==> config.mk <==
export PLATFORM = sky130hd
export DESIGN_NAME = scr_config_regs
export DESIGN_NICKNAME = d
export VERILOG_FILES = /design/src/logic/scr_sync_filter.v /design/src/logic/scr_config_regs.v
export VERILOG_INCLUDE_DIRS = /design/src /design/src/logic
export SDC_FILE = /design/constraint.sdc
export NUM_CORES = 1
export LEC_CHECK = 0
export ABC_AREA = 1
export BUFFER_PORTS_ARGS = -buffer_cell sky130_fd_sc_hd__buf_4
export CAP_MARGIN = 20
export CELL_PAD_IN_SITES_DETAIL_PLACEMENT = 0
export CELL_PAD_IN_SITES_GLOBAL_PLACEMENT = 1
export CORE_MARGIN = 1
export CORE_UTILIZATION = 25
export CTS_CLUSTER_DIAMETER = 100
export DETAILED_ROUTE_END_ITERATION = 8
export GPL_ROUTABILITY_DRIVEN = 0
export PLACE_DENSITY_LB_ADDON = 0.08
export RECOVER_POWER = 50
export SETUP_SLACK_MARGIN = 0.1
export SLEW_MARGIN = 10
export SYNTH_ARGS = -nofsm -noshare
export SYNTH_HDL_FRONTEND = slang
export SYNTH_SLANG_ARGS = --single-unit
==> constraint.sdc <==
create_clock -name clk_sys -period 2.6 [get_ports clk_sys]
set_input_delay 0.39 -clock clk_sys [delete_from_list [all_inputs] [get_ports clk_sys]]
set_output_delay 0.39 -clock clk_sys [all_outputs]
set_load 0.02 [all_outputs]
==> src/logic/scr_defs.vh <==
// Register offsets, field positions and reset values of the serializer configuration bank
`ifndef SCR_DEFS_VH
`define SCR_DEFS_VH

`define SCR_ADDR_RESET      8'h01
`define SCR_ADDR_CFG0       8'h03
`define SCR_ADDR_CFG1       8'h04

`define SCR_RST_FULL_BIT    1
`define SCR_RST_CORE_BIT    0
`define SCR_RST_KEEP_BIT    7
`define SCR_RST_RESET       8'h00
`define SCR_RST_MASK        8'h80

`define SCR_CFG0_CRC_EN     7
`define SCR_CFG0_AUTO_ACK   5
`define SCR_CFG0_FILTER_EN  4
`define SCR_CFG0_PASS_THRU  3
`define SCR_CFG0_OSC_AUTO   1
`define SCR_CFG0_EDGE_SEL   0
`define SCR_CFG0_RESET      8'hd2
`define SCR_CFG0_MASK       8'hbb

`define SCR_CFG1_FAILSAFE   7
`define SCR_CFG1_CRC_CLR    5
`define SCR_CFG1_MODE_SRC   3
`define SCR_CFG1_LEGACY     2
`define SCR_CFG1_RESET      8'h80
`define SCR_CFG1_MASK       8'hbf

`define SCR_CORE_RST_CYCLES 4
`define SCR_FILTER_LEN      2

`endif

==> src/logic/scr_sync_filter.v <==
// Two-clock glitch filter for one sync or enable input
`timescale 1ns/100ps
`include "scr_defs.vh"

module scr_sync_filter (
    // Clock and control
    input  wire clk_sys,
    input  wire sys_rst,
    input  wire clk_en,
    input  wire filter_en,
    // Data
    input  wire sig_in,
    output reg  sig_out
);

    reg       stable_reg;
    reg [1:0] run_reg;

    // With filter_en set, output follows only after the new level has held for two full cycles; with it clear, output follows at once
    always @(posedge clk_sys) begin
        if (sys_rst) begin
            stable_reg <= 1'b0;
            run_reg    <= 2'h0;
            sig_out    <= 1'b0;
        end else if (clk_en) begin
            if (!filter_en) begin
                stable_reg <= sig_in;
                run_reg    <= 2'h0;
                sig_out    <= sig_in;
            end else if (sig_in == stable_reg) begin
                run_reg <= 2'h0;
                sig_out <= stable_reg;
            end else if (run_reg == (`SCR_FILTER_LEN - 1)) begin
                stable_reg <= sig_in;
                run_reg    <= 2'h0;
                sig_out    <= sig_in;
            end else begin
                run_reg <= run_reg + 2'h1;
            end
        end
    end

endmodule

==> src/logic/scr_config_regs.v <==
// Serializer control and configuration register bank with soft resets and sync filters
// Function
// - Reset bit 1 resets core and registers
// - Reset bit 0 resets core, keeps registers
// - Config0 bit 7 enables back-channel CRC checker
// - Config0 bit 5 auto-acknowledges remote writes
// - Config0 bit 4 rejects sub-two-cycle sync pulses
// - Config0 bit 3 enables I2C pass-through
// - Config0 bit 1 allows oscillator fallback
// - Config0 bit 0 selects pixel strobe edge
// - Config1 bit 7 sets input failsafe level
// - Config1 bit 5 holds CRC counters cleared
// - Config1 bit 3 picks legacy source
// - Config1 bit 2 sets legacy mode
`timescale 1ns/100ps
`include "scr_defs.vh"

module scr_config_regs #(
    parameter CORE_RST_CYCLES = `SCR_CORE_RST_CYCLES
) (
    // Clock, reset, enable
    input  wire       clk_sys,
    input  wire       sys_rst,
    input  wire       clk_en,
    // Register port from the serial control bus
    input  wire [7:0] reg_addr,
    input  wire [7:0] reg_wdata,
    input  wire       reg_wr,
    input  wire       reg_rd,
    output reg  [7:0] reg_rdata,
    output reg        reg_rvalid,
    // Pins and core status
    input  wire       mode_sel_pin,
    input  wire       pclk_present,
    input  wire       data_enable_in,
    input  wire       hsync_in,
    input  wire       vsync_in,
    // Controls to the core
    output reg        core_rst,
    output reg        crc_check_en,
    output reg        crc_count_clr,
    output reg        remote_auto_ack,
    output reg        pass_through_en,
    output reg        internal_oscillator,
    output reg        pixel_edge_select,
    output reg        failsafe_low,
    output reg        legacy_compat_mode,
    // Filtered sync inputs
    output wire       data_enable_flt,
    output wire       hsync_flt,
    output wire       vsync_flt
);

    localparam ST_IDLE = 3'b001;
    localparam ST_FULL = 3'b010;
    localparam ST_CORE = 3'b100;

    reg [7:0]  rst_reg;
    reg [7:0]  cfg0_reg;
    reg [7:0]  cfg1_reg;
    reg [2:0]  state_reg;
    reg [2:0]  state_next;
    reg [15:0] cnt_reg;
    reg        mode_meta_reg;
    reg        mode_sync_reg;
    reg        pclk_meta_reg;
    reg        pclk_sync_reg;
    reg [2:0]  sync_meta_reg;
    reg [2:0]  sync_reg;

    wire       full_req;
    wire       core_req;
    wire       seq_done;
    wire       regs_clear;

    function hit;
        input [7:0] addr;
        input [7:0] target;
        begin
            hit = (addr == target);
        end
    endfunction

    assign full_req = reg_wr && hit(reg_addr, `SCR_ADDR_RESET) && reg_wdata[`SCR_RST_FULL_BIT];
    assign core_req = reg_wr && hit(reg_addr, `SCR_ADDR_RESET) && reg_wdata[`SCR_RST_CORE_BIT];
    assign seq_done = (cnt_reg == (CORE_RST_CYCLES - 1));
    // Full reset wipes the bank on its first cycle
    assign regs_clear = sys_rst || (state_reg == ST_FULL);

    // Pins arrive asynchronously; two flops before use
    always @(posedge clk_sys) begin
        if (sys_rst) begin
            mode_meta_reg <= 1'b0;
            mode_sync_reg <= 1'b0;
            pclk_meta_reg <= 1'b0;
            pclk_sync_reg <= 1'b0;
            sync_meta_reg <= 3'h0;
            sync_reg      <= 3'h0;
        end else if (clk_en) begin
            mode_meta_reg <= mode_sel_pin;
            mode_sync_reg <= mode_meta_reg;
            pclk_meta_reg <= pclk_present;
            pclk_sync_reg <= pclk_meta_reg;
            sync_meta_reg <= {vsync_in, hsync_in, data_enable_in};
            sync_reg      <= sync_meta_reg;
        end
    end

    always @* begin
        state_next = state_reg;
        case (state_reg)
            ST_IDLE: begin
                if (full_req)
                    state_next = ST_FULL;
                else if (core_req)
                    state_next = ST_CORE;
            end
            ST_FULL: state_next = ST_CORE;
            ST_CORE: begin
                if (seq_done)
                    state_next = ST_IDLE;
            end
            default: state_next = ST_IDLE;
        endcase
    end

    always @(posedge clk_sys) begin
        if (sys_rst) begin
            state_reg <= ST_IDLE;
            cnt_reg   <= 16'h0000;
            core_rst  <= 1'b0;
        end else if (clk_en) begin
            state_reg <= state_next;
            if (state_reg == ST_CORE)
                cnt_reg <= cnt_reg + 16'h0001;
            else
                cnt_reg <= 16'h0000;
            core_rst <= (state_next != ST_IDLE);
        end
    end

    // Register bank; a write during a running sequence is still taken, except in the ST_FULL cycle where the clear wins
    always @(posedge clk_sys) begin
        if (regs_clear) begin
            cfg0_reg <= `SCR_CFG0_RESET;
            cfg1_reg <= `SCR_CFG1_RESET;
            rst_reg  <= `SCR_RST_RESET;
        end else if (clk_en) begin
            if (reg_wr && hit(reg_addr, `SCR_ADDR_CFG0))
                cfg0_reg <= reg_wdata & `SCR_CFG0_MASK;
            if (reg_wr && hit(reg_addr, `SCR_ADDR_CFG1))
                cfg1_reg <= reg_wdata & `SCR_CFG1_MASK;
            if (reg_wr && hit(reg_addr, `SCR_ADDR_RESET)) begin
                rst_reg[`SCR_RST_KEEP_BIT] <= reg_wdata[`SCR_RST_KEEP_BIT];
                rst_reg[`SCR_RST_FULL_BIT] <= reg_wdata[`SCR_RST_FULL_BIT];
                rst_reg[`SCR_RST_CORE_BIT] <= reg_wdata[`SCR_RST_CORE_BIT] & ~reg_wdata[`SCR_RST_FULL_BIT];
            end else if (state_next == ST_IDLE) begin
                rst_reg[`SCR_RST_FULL_BIT] <= 1'b0;
                rst_reg[`SCR_RST_CORE_BIT] <= 1'b0;
            end
        end
    end

    // Control outputs registered from the bank
    always @(posedge clk_sys) begin
        if (sys_rst) begin
            crc_check_en        <= 1'b0;
            crc_count_clr       <= 1'b0;
            remote_auto_ack     <= 1'b0;
            pass_through_en     <= 1'b0;
            internal_oscillator <= 1'b0;
            pixel_edge_select   <= 1'b0;
            failsafe_low        <= 1'b1;
            legacy_compat_mode  <= 1'b0;
        end else if (clk_en) begin
            crc_check_en        <= cfg0_reg[`SCR_CFG0_CRC_EN];
            crc_count_clr       <= cfg1_reg[`SCR_CFG1_CRC_CLR];
            remote_auto_ack     <= cfg0_reg[`SCR_CFG0_AUTO_ACK];
            pass_through_en     <= cfg0_reg[`SCR_CFG0_PASS_THRU];
            internal_oscillator <= cfg0_reg[`SCR_CFG0_OSC_AUTO] & ~pclk_sync_reg;
            pixel_edge_select   <= cfg0_reg[`SCR_CFG0_EDGE_SEL];
            failsafe_low        <= cfg1_reg[`SCR_CFG1_FAILSAFE];
            if (cfg1_reg[`SCR_CFG1_MODE_SRC])
                legacy_compat_mode <= cfg1_reg[`SCR_CFG1_LEGACY];
            else
                legacy_compat_mode <= mode_sync_reg;
        end
    end

    // Read port: one-cycle answer, unmapped offsets read zero
    always @(posedge clk_sys) begin
        if (sys_rst) begin
            reg_rdata  <= 8'h00;
            reg_rvalid <= 1'b0;
        end else if (clk_en) begin
            reg_rvalid <= reg_rd;
            if (reg_rd) begin
                if (hit(reg_addr, `SCR_ADDR_CFG0))
                    reg_rdata <= cfg0_reg;
                else if (hit(reg_addr, `SCR_ADDR_CFG1))
                    reg_rdata <= cfg1_reg;
                else if (hit(reg_addr, `SCR_ADDR_RESET))
                    reg_rdata <= rst_reg & {`SCR_RST_MASK | 8'h03};
                else
                    reg_rdata <= 8'h00;
            end
        end
    end

    // Filters held in reset while the core is reset
    scr_sync_filter u_flt_de (
        .clk_sys   (clk_sys),
        .sys_rst   (sys_rst | core_rst),
        .clk_en    (clk_en),
        .filter_en (cfg0_reg[`SCR_CFG0_FILTER_EN]),
        .sig_in    (sync_reg[0]),
        .sig_out   (data_enable_flt)
    );

    scr_sync_filter u_flt_hs (
        .clk_sys   (clk_sys),
        .sys_rst   (sys_rst | core_rst),
        .clk_en    (clk_en),
        .filter_en (cfg0_reg[`SCR_CFG0_FILTER_EN]),
        .sig_in    (sync_reg[1]),
        .sig_out   (hsync_flt)
    );

    scr_sync_filter u_flt_vs (
        .clk_sys   (clk_sys),
        .sys_rst   (sys_rst | core_rst),
        .clk_en    (clk_en),
        .filter_en (cfg0_reg[`SCR_CFG0_FILTER_EN]),
        .sig_in    (sync_reg[2]),
        .sig_out   (vsync_flt)
    );

endmodule

==> results_dict.tcl <==
set metrics [dict create \
    outcome "finished, final reports clean" \
    final.min_clock_period_ns 1.90 \
    clock_latency_ns 0.34 \
    wl_per_cell_um 12.8 \
    hold_slack_ns 0.276 \
    worstReg2RegEnd "cnt_reg[14]" \
    power_leakage_uw 0.00156 \
    fin_setup_tns_ns 0 \
    synth-seq-area-share_pct 46.4 \
    r2r_setup_slack_ns 0.88 \
    layout-drive-gt1-share_pct 12.8 \
    worst_pin_slew_ns 0.615 \
    rsz0062_at_grt "no" \
    synth_nets 463 \
    whs_endpoint "sync_meta_reg[0]" \
    io_buffers 45 \
    antenna_cells 0 \
    postCtsHoldBufs 0 \
    num_vias 2901 \
    avgSynthCellArea_um2 7.55 \
    netlist_instances 434 \
    slew-limit-headroom_pct 59.0 \
    die_x_um 117 \
    cts_num_sinks 76 \
    cts_tree "done" \
    synth-seq-cells 76 \
    finalCritPeriodShare_pct 73.0 \
    dieArea_um2 13600 \
    grt_first_pass_wirelength_um 14200 \
    nFillCells 1436 \
    htreeDepth 3 \
    die_h_um 117 \
    async_reset_ff_share_pct 0 \
    cts-root-buf "clkbuf_16" \
    path_max_fanout 22 \
    hold_path.class "primary input to register" \
    synthFlopType "dfxtp_1" \
    synth_area_um2 3280 \
    cp-end-kind "register" \
    synth_top_area_cell "dfxtp_1" \
    yosysUniqueCellTypes 32 \
    clock_path_buffers 2 \
    hpwl_um 6000 \
    post_drt_via_cell_ratio 4.42 \
    p_per_area_nw_per_um2 692 \
    boundaryPins 47 \
    grt_pass1_vias 2863 \
    r2r-start "cnt_reg[0]" \
    yosysMostFrequentCell "dfxtp_1" \
    largest_reg_flops 16 \
    setup_violations 0 \
    grt_max_degree 42 \
    max_freq_mhz 527 \
    cts_setup_buffers 0 \
    min_path_cells 3 \
    cap_violations 0 \
    grt.overflow.total 0 \
    remaining_drc_errors 0 \
    first_pass_iters 4 \
    drtIter0Drc 93 \
    yosysTopAreaCellShare_pct 46.4 \
    antenna_found_initial 0 \
    r2r_cells 10 \
    core-area_um2 12700 \
    rows 41 \
    clkSlewWorstSetupHoldPaths_ns 0.06 \
    critPathKind "primary input to register" \
    maxSlewViolCount 0 \
    fin_worst_skew_ns 0.00575 \
    synthTopCellsByArea "dfxtp_1, o21ai_0, a21oi_1" \
    postRouteAntennaNets 0 \
    yosysWarnings 0 \
    min-delay-start "data_enable_in" \
    yosys-top-cells-count "dfxtp_1, nor2_1, o21ai_0, a21oi_1, nand2_1" \
    synthToLayoutAreaGrowth_pct 22.4 \
    grtUsageTotal_pct 14.0 \
    fin_nets 508 \
    crit_required_ns 2.87 \
    ir_drop_uv 232 \
    wirelength_um 8430 \
    start_util_pct 25.8 \
    cts.repair.resized 0 \
    cp.arrival_ns 2.16 \
    numCtsBuffers 9 \
    start_kind "primary input" \
    finalHoldViolations 0 \
    synth_edf_count 0 \
]
-- critical path, stage by stage --
cell and delay [ns]:
buf_4 0.27, clkbuf_1 0.52, nand2_1 0.37, inv_1 0.32, o21ai_0 0.12, a31oi_1 0.16
-- stage by stage --
stage / worst slack [ns] / total power, uW / instances / cell area (um2) / utilization, %
after floorplan: 1.12 / 1390 / 434 / 3280 / -
after global placement: 0.638 / 1490 / 640 / 3780 / 29.7
after detailed placement: 0.607 / 1490 / 640 / 3780 / 29.7
after CTS: 0.849 / 2850 / 656 / 4100 / 32.2
after global routing: 0.367 / 2920 / 656 / 4010 / 31.5
final: 0.703 / 2780 / 656 / 4010 / 31.5
-- report_power, final --
part / switching [uW] / internal [uW]
logic: 143 / 75.4
registers: 23.6 / 1200
clock network: 491 / 842
-- final cells by class --
cell class	count	area, um2	share of cell area [%]
clock inverter	6	87.6	2.18
multi-input combinational	299	1510	37.7
tap	172	215	5.36
inverter	46	175	4.37
timing repair buffer	47	270	6.74
clock buffer	10	229	5.71
sequential	76	1520	37.9
-- routing by layer --
layer	GRT usage [%]	up-vias	part of all wire, %
met5	0	-	0
met2	22.1	39	45
met4	6.41	0	2.0
met1	18.2	1307	50
met3	3.11	12	3.3
li1	-	1543	-
-- cell usage in the layout (no fill, tap or decap), types with 3 or more instances in the layout --
master	instances
dfxtp_1	76
nor2_1	64
o21ai_0	54
nand2_1	51
a21oi_1	51
inv_1	44
buf_4	25
clkbuf_1	23
nand3_1	22
nor3_1	13
clkbuf_16	9
o211ai_1	7
nor2_4	7
a31oi_1	4
nand4_1	4
nand2_2	3
nor2_2	3
ha_1	3
-- how the worst max path moves through the flow --
stage                     slack, ns            to  cells past startpoint        start
after floorplan                1.12   cfg0_reg[4]                      8  reg_addr[7]
after global placement         0.64   cnt_reg[14]                     10       clk_en
after detailed placement       0.61   cnt_reg[14]                     10       clk_en
after CTS                      0.85   cnt_reg[14]                     10   cnt_reg[0]
after global routing           0.37  reg_rdata[1]                      6       clk_en
final                          0.70  reg_rdata[1]                      6       clk_en
-- logic make-up (layout without fill, tap and decap cells) --
group	Yosys count	after routing	share of synthesized area (%)
xor+xnor	3	3	0.802
simple gates	172	172	24.3
fa+ha+maj	3	3	1.15
compound gates	121	121	19.9
buf+inv	59	109	7.40
flops	76	76	46.4
(Power assumes the default switching activity.)
